<file path="src/pkg/adc_regs_cfg.svh">
// Offsets, field positions, reset values and command codes of the converter register bank
`ifndef ADC_REGS_CFG_SVH
`define ADC_REGS_CFG_SVH

// ----------------------------------------
// Register addresses
// ----------------------------------------
`define ADDR_IDENT        5'h00
`define ADDR_STATUS       5'h01
`define ADDR_CONFIG       5'h02

// ----------------------------------------
// Reset values
// ----------------------------------------
`define STATUS_RESET      8'h01
`define CONFIG_RESET      8'h24

// ----------------------------------------
// Command bytes
// ----------------------------------------
`define CMD_READ_BASE     8'h20
`define CMD_WRITE_BASE    8'h40
`define CMD_OP_MSB        7
`define CMD_OP_LSB        5
`define CMD_ADDR_MSB      4
`define TX_IDLE_BYTE      8'hff
`define TX_ZERO_BYTE      8'h00
`define CRC_POLY          8'h07
`define CRC_INIT          8'hff

// ----------------------------------------
// Field positions
// ----------------------------------------
`define STAT_CRC_BIT      6
`define STAT_RST_BIT      0
`define RATE_MSB          7
`define RATE_LSB          3
`define FILT_MSB          2
`define FILT_LSB          0
`define RATE_SINC5_MIN    5'h0d

`endif

</file>
<file path="src/pkg/adc_regs_pkg.sv">
// Types shared by the converter register bank
`default_nettype none

package adc_regs_pkg;

    typedef struct packed {
        logic rsvd7;
        logic checksum_fault_primary;
        logic rsvd5;
        logic secondary_error_summary;
        logic reference_low_alarm;
        logic new_result_flag;
        logic clock_external;
        logic reset_seen;
    } main_status_t;

    typedef struct packed {
        logic sclk;
        logic cs_n;
        logic din;
    } link_pins_t;

    typedef enum logic [2:0] {
        FILT_SINC1    = 3'h0,
        FILT_SINC3    = 3'h2,
        FILT_SINC4    = 3'h3,
        FILT_FIR      = 3'h4,
        FILT_SINC5    = 3'h5,
        FILT_RESERVED = 3'h7
    } filter_mode_t;

    typedef enum logic [4:0] {
        PH_CMD   = 5'b00001,
        PH_DATA  = 5'b00010,
        PH_CHECK = 5'b00100,
        PH_REPLY = 5'b01000,
        PH_DONE  = 5'b10000
    } phase_t;

endpackage : adc_regs_pkg

`default_nettype wire

</file>
<file path="src/core/adc_regs.sv">
// Identification, main status and rate/filter registers behind the serial command port
`timescale 1ns/1ps
`default_nettype none
`include "adc_regs_cfg.svh"

module adc_regs #(
    parameter logic [3:0] PART_CODE = 4'ha,   // Arbitrary value
    parameter logic [3:0] REV_CODE  = 4'h1    // Arbitrary value
) (
    input  wire logic                        clk,
    input  wire logic                        reset_n,
    input  wire logic                        sclk,
    input  wire logic                        chip_select_converter_n,
    input  wire logic                        din,
    output var  logic                        dout,
    output var  logic                        dout_oe_n,
    input  wire logic                        conversion_start,
    input  wire logic                        conversion_done,
    input  wire logic                        data_read,
    input  wire logic                        reference_below_limit,
    input  wire logic                        clock_external,
    input  wire logic                        secondary_errors_logged,
    output var  logic [4:0]                  output_rate_select,
    output var  logic [31:0]                 output_rate_mhz,
    output var  adc_regs_pkg::filter_mode_t  filter_mode,
    output var  logic                        conversion_restart
);

    // ----------------------------------------
    // Functions
    // ----------------------------------------
    function automatic logic [7:0] crc8(input logic [15:0] msg);
        logic [7:0] c;
        c = `CRC_INIT;
        for (int i = 15; i >= 0; i--) begin
            c = (c[7] ^ msg[i]) ? ({c[6:0], 1'b0} ^ `CRC_POLY) : {c[6:0], 1'b0};
        end
        return c;
    endfunction : crc8

    function automatic logic [31:0] rate_decode(input logic [4:0] code);
        logic [31:0] r;
        r = 32'h0;
        unique case (code)
            5'h00: r = 32'd2500;
            5'h01: r = 32'd5000;
            5'h02: r = 32'd10000;
            5'h03: r = 32'd16600;
            5'h04: r = 32'd20000;
            5'h05: r = 32'd50000;
            5'h06: r = 32'd60000;
            5'h07: r = 32'd100000;
            5'h09: r = 32'd1200000;
            5'h0a: r = 32'd2400000;
            5'h0b: r = 32'd4800000;
            5'h0c: r = 32'd7200000;
            5'h0d: r = 32'd14400000;
            default: r = 32'h0;
        endcase
        return r;
    endfunction : rate_decode

    function automatic adc_regs_pkg::filter_mode_t filter_decode(input logic [7:0] cfg);
        adc_regs_pkg::filter_mode_t f;
        if (cfg[`RATE_MSB:`RATE_LSB] >= `RATE_SINC5_MIN) begin
            f = adc_regs_pkg::FILT_SINC5;
        end else begin
            unique case (cfg[`FILT_MSB:`FILT_LSB])
                3'h0:    f = adc_regs_pkg::FILT_SINC1;
                3'h2:    f = adc_regs_pkg::FILT_SINC3;
                3'h3:    f = adc_regs_pkg::FILT_SINC4;
                3'h4:    f = adc_regs_pkg::FILT_FIR;
                default: f = adc_regs_pkg::FILT_RESERVED;
            endcase
        end
        return f;
    endfunction : filter_decode

    // ----------------------------------------
    // Pin synchronisers
    // ----------------------------------------
    // Three stages; a level is accepted only when stages two and three agree
    adc_regs_pkg::link_pins_t pins;
    adc_regs_pkg::link_pins_t s1_q, s2_q, s3_q;
    adc_regs_pkg::link_pins_t filt_q, filt_d, last_q;

    assign pins = '{sclk: sclk, cs_n: chip_select_converter_n, din: din};

    always_comb begin
        for (int i = 0; i < 3; i++) begin
            filt_d[i] = (s2_q[i] == s3_q[i]) ? s3_q[i] : filt_q[i];
        end
    end

    always_ff @(posedge clk or negedge reset_n) begin
        if (!reset_n) begin
            s1_q   <= 3'b010;
            s2_q   <= 3'b010;
            s3_q   <= 3'b010;
            filt_q <= 3'b010;
            last_q <= 3'b010;
        end else begin
            s1_q   <= pins;
            s2_q   <= s1_q;
            s3_q   <= s2_q;
            filt_q <= filt_d;
            last_q <= filt_q;
        end
    end

    // ----------------------------------------
    // Frame engine and registers
    // ----------------------------------------
    adc_regs_pkg::phase_t       phase_q, phase_d;
    adc_regs_pkg::main_status_t status_now;
    adc_regs_pkg::filter_mode_t filter_d;
    logic [2:0]  bit_q, bit_d;
    logic [7:0]  shift_q, shift_d, cmd_q, cmd_d, data_q, data_d, tx_q, tx_d;
    logic [7:0]  config_q, config_d, byte_in;
    logic        crc_q, crc_d, rst_q, rst_d, new_q, new_d, ref_q, ref_d;
    logic        restart_d, crc_event, wr_status, wr_config, is_rd, is_wr;
    logic        cs_on, sclk_rise, sclk_fall;
    logic [31:0] rate_d;
    logic [4:0]  addr;

    assign cs_on     = ~filt_q.cs_n;
    assign sclk_rise = ~last_q.sclk & filt_q.sclk;
    assign sclk_fall = last_q.sclk & ~filt_q.sclk;
    assign byte_in   = {shift_q[6:0], filt_q.din};
    assign addr      = cmd_q[`CMD_ADDR_MSB:0];
    assign is_rd     = cmd_q[`CMD_OP_MSB:`CMD_OP_LSB] == 3'(`CMD_READ_BASE >> `CMD_OP_LSB);
    assign is_wr     = cmd_q[`CMD_OP_MSB:`CMD_OP_LSB] == 3'(`CMD_WRITE_BASE >> `CMD_OP_LSB);
    // Reserved bits forced low, summary and clock bits are live inputs
    assign status_now = '{rsvd7: 1'b0, checksum_fault_primary: crc_q, rsvd5: 1'b0,
                          secondary_error_summary: secondary_errors_logged,
                          reference_low_alarm: ref_q, new_result_flag: new_q,
                          clock_external: clock_external, reset_seen: rst_q};

    always_comb begin
        phase_d   = phase_q;
        bit_d     = bit_q;
        shift_d   = shift_q;
        cmd_d     = cmd_q;
        data_d    = data_q;
        tx_d      = tx_q;
        crc_event = 1'b0;
        wr_status = 1'b0;
        wr_config = 1'b0;
        if (!cs_on) begin
            phase_d = adc_regs_pkg::PH_CMD;
            bit_d   = 3'h0;
            tx_d    = `TX_IDLE_BYTE;
        end else if (sclk_rise && bit_q != 3'h0) begin
            tx_d = {tx_q[6:0], 1'b0};
        end else if (sclk_fall) begin
            shift_d = byte_in;
            bit_d   = bit_q + 3'h1;
            if (bit_q == 3'h7) begin
                unique case (phase_q)
                    adc_regs_pkg::PH_CMD: begin
                        cmd_d   = byte_in;
                        tx_d    = byte_in;
                        phase_d = adc_regs_pkg::PH_DATA;
                    end
                    adc_regs_pkg::PH_DATA: begin
                        data_d  = byte_in;
                        tx_d    = byte_in;
                        phase_d = adc_regs_pkg::PH_CHECK;
                    end
                    adc_regs_pkg::PH_CHECK: begin
                        phase_d = adc_regs_pkg::PH_REPLY;
                        tx_d    = `TX_ZERO_BYTE;
                        // A bad checksum drops the command; only this select reaches here
                        if (byte_in != crc8({cmd_q, data_q})) begin
                            crc_event = 1'b1;
                        end else if (is_wr) begin
                            wr_status = addr == `ADDR_STATUS;
                            wr_config = addr == `ADDR_CONFIG;
                        end else if (is_rd) begin
                            unique case (addr)
                                `ADDR_IDENT:  tx_d = {PART_CODE, REV_CODE};
                                `ADDR_STATUS: tx_d = status_now;
                                `ADDR_CONFIG: tx_d = config_q;
                                default:      tx_d = `TX_ZERO_BYTE;
                            endcase
                        end
                    end
                    adc_regs_pkg::PH_REPLY: begin
                        phase_d = adc_regs_pkg::PH_DONE;
                        tx_d    = `TX_ZERO_BYTE;
                    end
                    adc_regs_pkg::PH_DONE: begin
                        tx_d = `TX_ZERO_BYTE;
                    end
                endcase
            end
        end
        // Set wins over a clear in the same cycle
        crc_d     = crc_event | (crc_q & ~(wr_status & ~data_q[`STAT_CRC_BIT]));
        rst_d     = rst_q & ~(wr_status & ~data_q[`STAT_RST_BIT]);
        new_d     = conversion_done | (new_q & ~data_read);
        ref_d     = conversion_start ? reference_below_limit : ref_q;
        config_d  = wr_config ? data_q : config_q;
        restart_d = wr_config;
        rate_d    = rate_decode(config_d[`RATE_MSB:`RATE_LSB]);
        filter_d  = filter_decode(config_d);
    end

    always_ff @(posedge clk or negedge reset_n) begin
        if (!reset_n) begin
            phase_q            <= adc_regs_pkg::PH_CMD;
            bit_q              <= 3'h0;
            shift_q            <= 8'h00;
            cmd_q              <= 8'h00;
            data_q             <= 8'h00;
            tx_q               <= `TX_IDLE_BYTE;
            crc_q              <= 1'b0;
            rst_q              <= 1'b1;
            new_q              <= 1'b0;
            ref_q              <= 1'b0;
            config_q           <= `CONFIG_RESET;
            conversion_restart <= 1'b0;
            output_rate_mhz    <= 32'd20000;
            filter_mode        <= adc_regs_pkg::FILT_FIR;
            dout_oe_n          <= 1'b1;
        end else begin
            phase_q            <= phase_d;
            bit_q              <= bit_d;
            shift_q            <= shift_d;
            cmd_q              <= cmd_d;
            data_q             <= data_d;
            tx_q               <= tx_d;
            crc_q              <= crc_d;
            rst_q              <= rst_d;
            new_q              <= new_d;
            ref_q              <= ref_d;
            config_q           <= config_d;
            conversion_restart <= restart_d;
            output_rate_mhz    <= rate_d;
            filter_mode        <= filter_d;
            dout_oe_n          <= ~cs_on;
        end
    end

    assign dout               = tx_q[7];
    assign output_rate_select = config_q[`RATE_MSB:`RATE_LSB];
endmodule : adc_regs

`default_nettype wire

</file>
<file path="config.mk">
export PLATFORM = sky130hd
export DESIGN_NAME = adc_regs
export DESIGN_NICKNAME = d
export VERILOG_FILES = /design/src/pkg/adc_regs_pkg.sv /design/src/core/adc_regs.sv
export VERILOG_INCLUDE_DIRS = /design/src /design/src/pkg
export SDC_FILE = /design/constraint.sdc
export NUM_CORES = 1
export LEC_CHECK = 0
export ABC_CLOCK_PERIOD_IN_PS = 8200
export BUFFER_PORTS_ARGS = -buffer_cell sky130_fd_sc_hd__clkbuf_2
export CORE_MARGIN = 5
export CORE_UTILIZATION = 43
export CTS_BUF_LIST = sky130_fd_sc_hd__clkbuf_4
export DETAILED_ROUTE_END_ITERATION = 12
export PLACE_DENSITY = 0.61
export SYNTH_ARGS = -nofsm -noshare
export SYNTH_HDL_FRONTEND = slang
export SYNTH_SLANG_ARGS = --single-unit
</file>
<file path="constraint.sdc">
create_clock -name clk -period 8.2 [get_ports clk]
set_input_delay 0.41 -clock clk [delete_from_list [all_inputs] [get_ports clk]]
set_output_delay 0.41 -clock clk [all_outputs]
set_load 0.01 [all_outputs]
</file>
Yosys cells after proc, flatten, opt, wreduce, memory -nomap -nowiden:

Memories as Yosys holds them, arrays and structs flattened.
Index checks and enable logic that the tools add are counted.

* $add $sub $neg: 1
* multiply operators: 0
* div/mod/pow operators: 0
* order comparisons: 1
* eq/ne operators: 18
* shift operators: 0
* multiplexer cells: 57
* bitwise logic cells: 48
* reduce and logical (&&, ||, !) cells: 17

Operators by type and width (count)
* $mux W8: 8
* $mux W3: 20
* $pmux W8 S3: 2
* $not A3 Y3: 15
* $mux W32: 1
* $mux W1: 20
* $mux W5: 4
* $pmux W5 S4: 1
* $pmux W3 S4: 1
* $eq A5 B1 Y1 const B: 2
* $eq A5 B2 Y1 const B: 2
* $reduce_and A5 Y1: 2
* $xor A1 B1 Y1: 10
* $eq A3 B2 Y1 const B: 3
* $not A1 Y1: 9
* $reduce_bool A3 Y1: 3
* $ne A8 B8 Y1: 1
* $and A1 B1 Y1: 7
* $eq A3 B3 Y1 const B: 2
* $eq A5 B3 Y1 const B: 1
* $eq A5 B4 Y1 const B: 1
* $eq A5 B5 Y1 const B: 1
* $ge A5 B4 Y1 const B: 1
* $logic_not A5 Y1: 1
* other kinds (14): 24

* flip-flop bits (word level): 101
* bits in latches: 0
* memory bits (writable): 0
* memory bits (read-only): 352
* bits of input ports: 11
* word-level logic and storage cells: 171
* memories: 1

Memories
* (no name shown): depth 16, bits a word 22, read ports 1, clocked after Yosys merged registers in 0, wr ports 0, RTL line adc_regs.sv:44 `unique case (code)`

Depth between registers and ports, before layout:

Gate-level depths: netlist (run 1).

* word-level depth: 42
* depth in mapped cells: 14
* gate-level depth less buffers: 13

Least setup slack after synthesis (run 1):

OpenSTA, ideal clock, no wires.

* path type: register to register
* from: register cmd_q[5]
* to: register filter_mode[1]
* arrival time: 3.248 ns
* required time: 8.080 ns
* path slack: 4.831 ns
* cell stages (with the launch flop): 15
* clock period less this slack: 3.369 ns
* path through: dfrtp_1 inv_1 ha_1 xnor2_2 xnor3_1 or3_4 a21oi_4 nand4_4 buf_6 mux2_4 inv_1 ha_1 a21oi_2 or2_4 o211a_1

* word-level cells in the longest chain between the ends: 23

RTL lines
* start: declaration: RTL line adc_regs.sv:118 `logic [7:0] shift_q, shift_d, cmd_q, cmd_d, data_q, data_d, tx_q, tx_d;`
* start signal: assignment: RTL line adc_regs.sv:230 `cmd_q <= cmd_d;`
* $xor A1 B1 Y1: RTL line adc_regs.sv:36 `` c = (c[7] ^ msg[i]) ? ({c[6:0], 1'b0} ^ `CRC_POLY) : {c[6:0], 1'b0}; ``
* $mux W3: RTL line adc_regs.sv:36
* $not A3 Y3 (no line)
* $mux W3: RTL line adc_regs.sv:36
* $not A3 Y3 (no line)
* $mux W3: RTL line adc_regs.sv:36
* $xor A1 B1 Y1: RTL line adc_regs.sv:36
* $mux W3: RTL line adc_regs.sv:36
* [... 7 more ...]
* $mux W1 *: RTL line adc_regs.sv:158 `if (bit_q == 3'h7) begin`
* $mux W1 *: RTL line adc_regs.sv:155 `end else if (sclk_fall) begin`
* $mux W1 *: RTL line adc_regs.sv:153 `end else if (sclk_rise && bit_q != 3'h0) begin`
* $mux W1 *: RTL line adc_regs.sv:149 `if (!cs_on) begin`
* $mux W8 *: RTL line adc_regs.sv:203 `config_d = wr_config ? data_q : config_q;`
* parallel branches: the longest is 2 deep, another holds $ge A5 B4 Y1
* $mux W3 *: RTL line adc_regs.sv:65 `` if (cfg[`RATE_MSB:`RATE_LSB] >= `RATE_SINC5_MIN) begin ``
* net filter_d[1]: RTL line adc_regs.sv:116 `adc_regs_pkg::filter_mode_t filter_d;`
* end signal: assignment: RTL line adc_regs.sv:224 `filter_mode <= adc_regs_pkg::FILT_FIR;`
* end signal: assignment: RTL line adc_regs.sv:240 `filter_mode <= filter_d;`
* end: declaration: RTL line adc_regs.sv:25 `output var adc_regs_pkg::filter_mode_t filter_mode,`

Mark *: on every way through the listed nets, which the timed path passes.
A chain may end at the register's enable or synchronous reset.

Worst setup path after layout (run 1):

* from: register cmd_q[5]
* to: register filter_mode[1]

RTL lines
* $xor A1 B1 Y1: RTL line adc_regs.sv:36
* $mux W3: RTL line adc_regs.sv:36
* $not A3 Y3 (no line)
* $mux W3: RTL line adc_regs.sv:36
* $not A3 Y3 (no line)
* $mux W3: RTL line adc_regs.sv:36
* $xor A1 B1 Y1: RTL line adc_regs.sv:36
* $mux W3: RTL line adc_regs.sv:36
* [... 8 more ...]
* $mux W1 *: RTL line adc_regs.sv:155
* $mux W1 *: RTL line adc_regs.sv:153
* $mux W1 *: RTL line adc_regs.sv:149
* $mux W8 *: RTL line adc_regs.sv:203
* net config_d[5]: RTL line adc_regs.sv:119 `logic [7:0] config_q, config_d, byte_in;`
* $ge A5 B4 Y1 (no line) *
* $mux W3 *: RTL line adc_regs.sv:65
* net filter_d[1]: RTL line adc_regs.sv:116

The timed path passes the listed nets; every way through them passes the cells marked *.

==> flow_summary.toml, run 1 <==
[final_layout]
diodes = 0
fillCellCount = 1023
layout-drive-gt1-share = 0.295
fin_nets = 475
area_delta_synth_final_pct = 7.74

[clock_network]
cts-resized-gates = 0
cts_root_buffer = "clkbuf_4"
cts_sinks = 88
cts_max_level = 3
holdBufCountCts = 1
cts_tree = "built"
clk_path_buf_depth = 2
cts_setup_buffers = 0
clock_latency_ns = 0.43
cts.reportedPaths.clkPinSlew_ns = 0.13
numCtsBuffers = 9

[power]
ir_drop_uv = 97.0
p_leak_nw = 2.38
intPower_uw = 583
swShare = 0.291
pwr-share-comb = 0.125
powerDensity_nw_per_um2 = 160
clock_power_share = 0.260
power_frac_seq = 0.615
p_sw_uw = 240

[place]
dp_hpwl_um = 7500
globalplace.congestion = 0.855
io_buffers = 43
dp_slack_ns = 4.54

[yosys]
seq_area_frac_synth = 0.468
netlist_area_um2 = 4770
synth_top_area_frac = 0.341
yosys_warnings = 0
synth-xor-area-share = 0.0919
yosys.area_share.simple = 0.130
synthFlopType = "dfrtp_1"
synth.distinct_cells = 71
ys_top_cells_by_area = "dfrtp_1, dfstp_2, mux2_2"
synth_top_family_by_area = "simple AND/OR/NAND/NOR gates"
synth_fa_ha_area_frac = 0.0457
syn_inst = 412
avgSynthCellArea_um2 = 11.6
synth-edff-count = 0
ys_async_sr_fraction = 1.00
synth-seq-cells = 88
synth_top_area_cell = "dfrtp_1"
synth_compound_area_frac = 0.122
synthMuxAreaShare = 0.0809

[drt]
dr.pass1.iters = 4
vias = 3091
drc_errors = 0
routed_wirelength_um = 10200
via_per_inst = 5.20
wire_per_inst_um = 17.1
drtAntennaViolNets = 0
drt_iter0_markers = 221

[run_status]
status = "complete, no violations"

[timing]
fmax_mhz = 273
skew_ns = 0.0108
fin_crit_sh = 0.447
maxSlewViolCount = 0
final.min_clock_period_ns = 3.67
rsz0062_at_grt = "false"
setup_viol = 0
hold_violations = 0
slew_headroom = 0.433
totalNegativeSetupSlack_ns = 0
fin_ws_ns = 4.53
worstMarginPinSlew_ns = 0.851

[die]
die_y_um = 115
io_pins = 54
die_area_um2 = 13300
dieWidth_um = 115
coreArea_um2 = 10800
floorplan.initialDensity = 0.440
std_cell_rows = 38

[hold_path]
hp-class = "input pin to flip-flop"

[global_routing]
grt_max_degree = 70
grtUsageTotal = 0.162
gr-total-overflow = 0
antenna_found_initial = 0
grt_pass1_vias = 3214
grt_first_pass_wirelength_um = 16600

[worst_setup_path]
startpoint_type = "flip-flop"
path_class = "flip-flop to flip-flop"
path_max_fanout = 20
required_ns = 8.58
critPathCaptureType = "flip-flop"
crit_arrival_ns = 4.05

[job]
maxCapViolCount = 0
==> layout by cell type, fill, tap and decap left out, drive strengths merged, types with 5 or more instances in the layout <==
master  count
a211oi      6
xnor3       8
xnor2      21
o21ai      16
clkbuf     53
nand3       5
a21oi      17
dfrtp      65
and2        5
nor2       22
nor3        8
dfstp      23
nand4       5
conb       10
ha         15
mux2i       9
nand2b      6
o22ai       8
nand2      28
mux2       23
inv        22
a22o        5
a221oi      9
nor2b       8
==> final cells by class <==
class / count / area, µm² / area share
multi-input cells: 281 / 2280 / 0.443
well taps: 140 / 175 / 0.0341
clock buffers: 11 / 82.6 / 0.0161
inverters: 22 / 85.1 / 0.0166
repair buffers: 47 / 250 / 0.0487
clock inverters: 5 / 33.8 / 0.00658
flip-flops and latches: 88 / 2230 / 0.434
==> routing by layer <==
metal  global-route usage  up-vias  wire length, µm
li1                     -     1500                -
met1                0.219     1528             4790
met2                0.259       48             4860
met3               0.0389       15              342
met4               0.0501        0              174
met5                    0        -                0
==> cell usage after synthesis (8+ instances only) <==
cell type,count
a21oi_1,15
a221oi_1,9
buf_4,20
dfrtp_1,65
dfstp_2,23
ha_1,15
inv_1,18
mux2_2,21
nand2_1,27
nor2_1,21
nor2b_1,8
nor3_1,8
o21ai_0,13
o22ai_1,8
xnor2_1,18
xnor3_1,8
==> critical path, cell delays in order, from the launching register on <==
cell     delay [ns]
dfrtp_1        0.44
inv_1          0.08
ha_1           0.33
xnor2_2        0.27
xnor3_1        0.46
or3_4          0.36
a21oi_4        0.18
nand4_4        0.25
mux2i_1        0.23
buf_4          0.25
inv_2          0.12
ha_1           0.22
a21oi_2        0.13
or2_4          0.14
o211a_1        0.14
==> path summary, 6_finish.rpt <==
path	from	to	slack, ns	cells after the start
worst min register to register	s1_q[0]	s2_q[0]	0.36	0
worst min-delay path	chip_select_converter_n	s1_q[1]	0.05	1
worst max register to register	cmd_q[5]	filter_mode[1]	4.53	14
worst max-delay path	cmd_q[5]	filter_mode[1]	4.53	14
min in group asynchronous	reset_n	output_rate_mhz[12]	0.38	2
max in group asynchronous	reset_n	bit_q[2]	6.69	3
==> cell families after synthesis <==
kind of cell               Yosys count
xor gates and xnor gates            33
adders and majority gates           18
other                                1
AOI/OAI and AO/OA                   79
and+or+nand+nor                    109
DFF                                 88
muxes                               32
buffers and inverters               52
==> power groups by stage <==
stage          Clock (mW)  Sequential, mW  Combinational, mW
2_1_floorplan           0           0.489             0.0843
3_3_place_gp            0           0.514             0.0998
3_5_place_dp            0           0.514              0.103
4_1_cts             0.227           0.507              0.104
5_1_grt             0.243           0.510              0.113
6_report            0.214           0.506              0.103
==> flip-flops by register name (all words and copies together) (netlist names), 5 cells and up <==
register	cells
output_rate_mhz	19
cmd_q	8
config_q	8
data_q	8
tx_q	8
shift_q	7
phase_q	5
==> through the flow <==
stage	hold WS [ns]	utilization	cells	instance area [µm²]	power, mW
2_1_floorplan	0.114	-	421	4800	0.573
3_3_place_gp	0.302	0.462	577	5010	0.614
3_5_place_dp	0.315	0.462	577	5010	0.618
4_1_cts	0.0200	0.474	594	5130	0.838
5_1_grt	0.000286	0.474	594	5130	0.867
6_report	0.0525	0.474	594	5130	0.823
No activity file was read; power rests on OpenSTA's default activity.
==> run 2: changes to the inputs <==
ABC_CLOCK_PERIOD_IN_PS = 3700   (was 8200)
clock period = 3.7 ns   (was 8.2 ns; I/O delays follow)
==> flow_summary.toml, run 2 (synthesized netlist as in run 1, its figures left out) <==
[power]
clock_power_share = 0.256
intPower_mw = 1.31
pwr-share-comb = 0.149
p_leak_nw = 2.44
powerDensity_nw_per_um2 = 350
p_sw_uw = 539
power_frac_seq = 0.595
swShare = 0.292
ir_drop_uv = 187
p_total_mw = 1.84

[timing]
final.min_clock_period_ns = 3.58
maxSlewViolCount = 0
setup_viol = 0
slew_headroom = 0.517
rsz0062_at_grt = "false"
totalNegativeSetupSlack_ns = 0
worstMarginPinSlew_ns = 0.725
hold_violations = 0
fin_ws_ns = 0.123
fmax_mhz = 280
skew_ns = 0.0233
fin_crit_sh = 0.967

[die]
std_cell_rows = 38
coreArea_um2 = 10800
floorplan.initialDensity = 0.440
dieWidth_um = 115
die_y_um = 115
die_area_um2 = 13300
io_pins = 54

[final_layout]
area_delta_synth_final_pct = 10.5
layout-drive-gt1-share = 0.309
largest_reg_flops = 19
fin_cells = 609
final_common_cell = "dfrtp_1"
fin_nets = 490
diodes = 0
mostFrequentLayoutCells = "dfrtp_1, clkbuf_2, nand2_1"
largest-register = "output_rate_mhz"

[job]
maxCapViolCount = 0

[clock_network]
clock_latency_ns = 0.45
cts_sinks = 88
cts_tree = "built"
clk_path_buf_depth = 2
cts_root_buffer = "clkbuf_4"
cts.reportedPaths.clkPinSlew_ns = 0.13
cts_max_level = 3
cts_setup_buffers = 0
numCtsBuffers = 9

[drt]
vias = 3258
drc_errors = 0
drt_iter0_markers = 212
via_per_inst = 5.35
dr.pass1.iters = 4
wire_per_inst_um = 17.4
drtAntennaViolNets = 0
routed_wirelength_um = 10600

[worst_setup_path]
required_ns = 4.03
rr_worst_depth = 12
path_class = "flip-flop to flip-flop"
reg2reg_slack_ns = 0.12
critPathCaptureType = "flip-flop"
crit-reg2reg-launch = "cmd_q[5]"
startpoint_type = "flip-flop"
path_delay_family = "simple AND/OR/NAND/NOR gates"
path_max_fanout = 6
path_common_cell = "inv_1"
path_cells = "inv_1, ha_1, xnor2_2, xnor3_1, or3_4, a21oi_4, nand4_4, mux2_4, inv_1, ha_2, nor2_1, nor4_2"
crit_slowest_cell = "dfrtp_1"
worst_r2r_endpoint = "output_rate_mhz[4]"
crit_arrival_ns = 3.91
crit_cells = 12
worst-path-buf-inv = 2
crit_path_max_incr_delay_ns = 0.46

[global_routing]
grt_first_pass_wirelength_um = 17100
grt_pass1_vias = 3253
grtUsageTotal = 0.167
antenna_found_initial = 0
gr-total-overflow = 0
grt_max_degree = 58

[hold_path]
hp-class = "input pin to flip-flop"
hp-start = "secondary_errors_logged"
hold_depth = 4
holdPathEnd = "tx_q[4]"

[place]
dp_hpwl_um = 7660
post-place-cells = 585
io_buffers = 43
globalplace.congestion = 0.858
dp_slack_ns = 0.126

[run_status]
status = "complete, no violations"
run 2: timing repair:
action                     4_1_cts  5_1_grt
hold buffers                     8        0
hold endpoints to repair        52        0
setup endpoints to repair        0        4
gates resized for setup          0        3
run 2: final cells by class:
| cell class | count | area [µm²] |
|---|---|---|
| Clock buffer | 10 | 75.1 |
| Clock inverter | 6 | 35.0 |
| Fill cell | 968 | 5570 |
| Inverter | 22 | 85.1 |
| Multi-Input combinational cell | 281 | 2290 |
| Sequential cell | 88 | 2230 |
| Tap cell | 140 | 175 |
| Timing Repair Buffer | 62 | 380 |
run 2: how the worst max path moves through the flow:
| stage | from | endpoint | slack, ns |
|---|---|---|---|
| final | cmd_q[5] | output_rate_mhz[4] | 0.12 |
| after global routing | cmd_q[5] | output_rate_mhz[4] | 0.004 |
| after CTS | cmd_q[5] | output_rate_mhz[4] | 0.11 |
| after detailed placement | cmd_q[5] | output_rate_mhz[4] | 0.13 |
| after global placement | cmd_q[5] | output_rate_mhz[4] | 0.24 |
| after floorplan | cmd_q[5] | filter_mode[1] | 0.33 |
run 2: metal layers:
| metal | GRT usage | part of all wire | vias to the layer above |
|---|---|---|---|
| met5 | 0 | 0 | - |
| met4 | 0.0649 | 0.018 | 0 |
| met3 | 0.0384 | 0.044 | 16 |
| met2 | 0.257 | 0.48 | 81 |
| met1 | 0.229 | 0.46 | 1627 |
| li1 | - | - | 1534 |
run 2: worst register-to-register path, cell delays in order, from the launching register on:
cell and delay (ns):
dfrtp_1 0.46, inv_1 0.09, ha_1 0.33, xnor2_2 0.26, xnor3_1 0.46, or3_4 0.36
a21oi_4 0.18, nand4_4 0.17, mux2_4 0.38, inv_1 0.10, ha_2 0.26, nor2_1 0.08
nor4_2 0.34
run 2: stage by stage:
step | cell area [µm²] | util | hold WS, ns
after detailed placement | 5070 | 0.468 | 0.274
final | 5270 | 0.486 | 0.170
after global routing | 5270 | 0.486 | 0.184
after CTS | 5260 | 0.485 | 0.146
after floorplan | 4800 | - | -0.111
after global placement | 5070 | 0.468 | 0.275
run 2: power groups by stage:
stage               combinational [mW]  clock, mW  sequential (mW)
finish                           0.275      0.472             1.10
global route                     0.305      0.529             1.11
CTS                              0.273      0.492             1.10
detailed placement               0.265          0             1.12
global placement                 0.259          0             1.12
floorplan                        0.187          0             1.08
==> run 3: changes to the inputs <==
CORE_UTILIZATION = 35   (was 43)
PLACE_DENSITY = 0.51   (was 0.61)
==> flow_summary.toml, run 3 (synthesized netlist as in run 1, its figures left out) <==
[final_layout]
largest-register = "output_rate_mhz"
largest_reg_flops = 19
diodes = 0
area_delta_synth_final_pct = 12.0
fin_nets = 492
final_common_cell = "dfrtp_1"
fin_cells = 647
mostFrequentLayoutCells = "dfrtp_1, clkbuf_2, nand2_1"
layout-drive-gt1-share = 0.314

[timing]
hold_violations = 0
skew_ns = 0.0236
setup_viol = 0
maxSlewViolCount = 0
worstMarginPinSlew_ns = 0.902
slew_headroom = 0.399
final.min_clock_period_ns = 3.48
fmax_mhz = 288
fin_crit_sh = 0.940
totalNegativeSetupSlack_ns = 0
rsz0062_at_grt = "false"

[place]
dp_hpwl_um = 8090
io_buffers = 43
globalplace.congestion = 0.841
post-place-cells = 623

[clock_network]
clk_path_buf_depth = 2
cts_sinks = 88
cts.reportedPaths.clkPinSlew_ns = 0.16
cts_setup_buffers = 0
numCtsBuffers = 9
cts_max_level = 3
cts_tree = "built"
cts_root_buffer = "clkbuf_4"
clock_latency_ns = 0.48

[die]
dieWidth_um = 127
io_pins = 54
die_area_um2 = 16100
std_cell_rows = 42
die_y_um = 127
coreArea_um2 = 13300
floorplan.initialDensity = 0.358

[global_routing]
grt_max_degree = 71
gr-total-overflow = 0
antenna_found_initial = 1
grt_first_pass_wirelength_um = 18500
grt_pass1_vias = 3410
grtUsageTotal = 0.147

[worst_setup_path]
crit_arrival_ns = 3.84
path_max_fanout = 6
startpoint_type = "flip-flop"
required_ns = 4.06
critPathCaptureType = "flip-flop"
path_class = "flip-flop to flip-flop"

[hold_path]
hp-class = "input pin to flip-flop"

[drt]
wire_per_inst_um = 17.3
drtAntennaViolNets = 0
routed_wirelength_um = 11200
via_per_inst = 4.99
drt_iter0_markers = 173
vias = 3227
dr.pass1.iters = 4
drc_errors = 0

[run_status]
status = "complete, no violations"

[power]
p_total_mw = 1.87
ir_drop_uv = 150
p_leak_nw = 2.45
powerDensity_nw_per_um2 = 350

[job]
maxCapViolCount = 0
## run 3: what timing repair did
| action | in CTS | in global routing |
|---|---|---|
| endpoints found under the setup margin | 0 | 11 |
| gates resized for setup | 0 | 3 |
| endpoints found under the hold margin | 64 | 0 |
| hold buffers | 8 | 0 |
## run 3: layout make-up
type	count	area, µm²
Sequential cell	88	2230
Clock inverter	7	55.1
Clock buffer	9	67.6
Timing Repair Buffer	64	395
Multi-Input combinational cell	281	2280
Tap cell	176	220
Inverter	22	85.1
Fill cell	1279	7960
## run 3: routing by layer
layer | vias to the layer above | wire length, µm | share of wire | track usage
met5 | - | 13 | 0.0012 | 0
met3 | 15 | 469 | 0.042 | 0.0416
met2 | 61 | 5230 | 0.47 | 0.234
met4 | 2 | 121 | 0.011 | 0.0366
li1 | 1535 | - | - | -
met1 | 1614 | 5350 | 0.48 | 0.198
## run 3: worst paths after layout
check                                              from            endpoint  slack [ns]  cells past startpoint
worst max-delay path                           cmd_q[5]  output_rate_mhz[4]        0.22                     12
worst min-delay path            secondary_errors_logged             tx_q[4]        0.16                      4
worst max register to register                 cmd_q[5]  output_rate_mhz[4]        0.22                     12
worst min register to register                  s1_q[0]             s2_q[0]        0.37                      0
max in group asynchronous                       reset_n             tx_q[1]        2.48                      3
min in group asynchronous                       reset_n           last_q[2]        0.36                      2
## run 3: worst max-delay path, stage by stage, from the launching register on
cell     delay (ns)
dfrtp_2        0.44
inv_1          0.07
ha_1           0.32
xnor2_2        0.26
xnor3_1        0.46
or3_4          0.36
a21oi_4        0.19
nand4_4        0.16
mux2_4         0.37
inv_1          0.09
ha_2           0.26
nor2_1         0.08
nor4_2         0.33
## run 3: per-stage QoR
step / hold WS (ns) / cell area (µm²) / setup slack (ns) / util
2_1_floorplan: -0.111 / 4800 / 0.331 / -
3_3_place_gp: 0.291 / 5130 / 0.222 / 0.386
3_5_place_dp: 0.288 / 5130 / 0.163 / 0.386
4_1_cts: 0.117 / 5330 / 0.111 / 0.401
5_1_grt: 0.186 / 5340 / 0.0358 / 0.401
6_report: 0.157 / 5340 / 0.222 / 0.401
## run 3: where the power goes
group | internal [mW] | total [mW] | switching, mW | leakage [nW]
logic | 0.135 | 0.253 | 0.118 | 1.30
clock network | 0.143 | 0.504 | 0.361 | 0.0629
registers | 1.02 | 1.11 | 0.0927 | 1.09
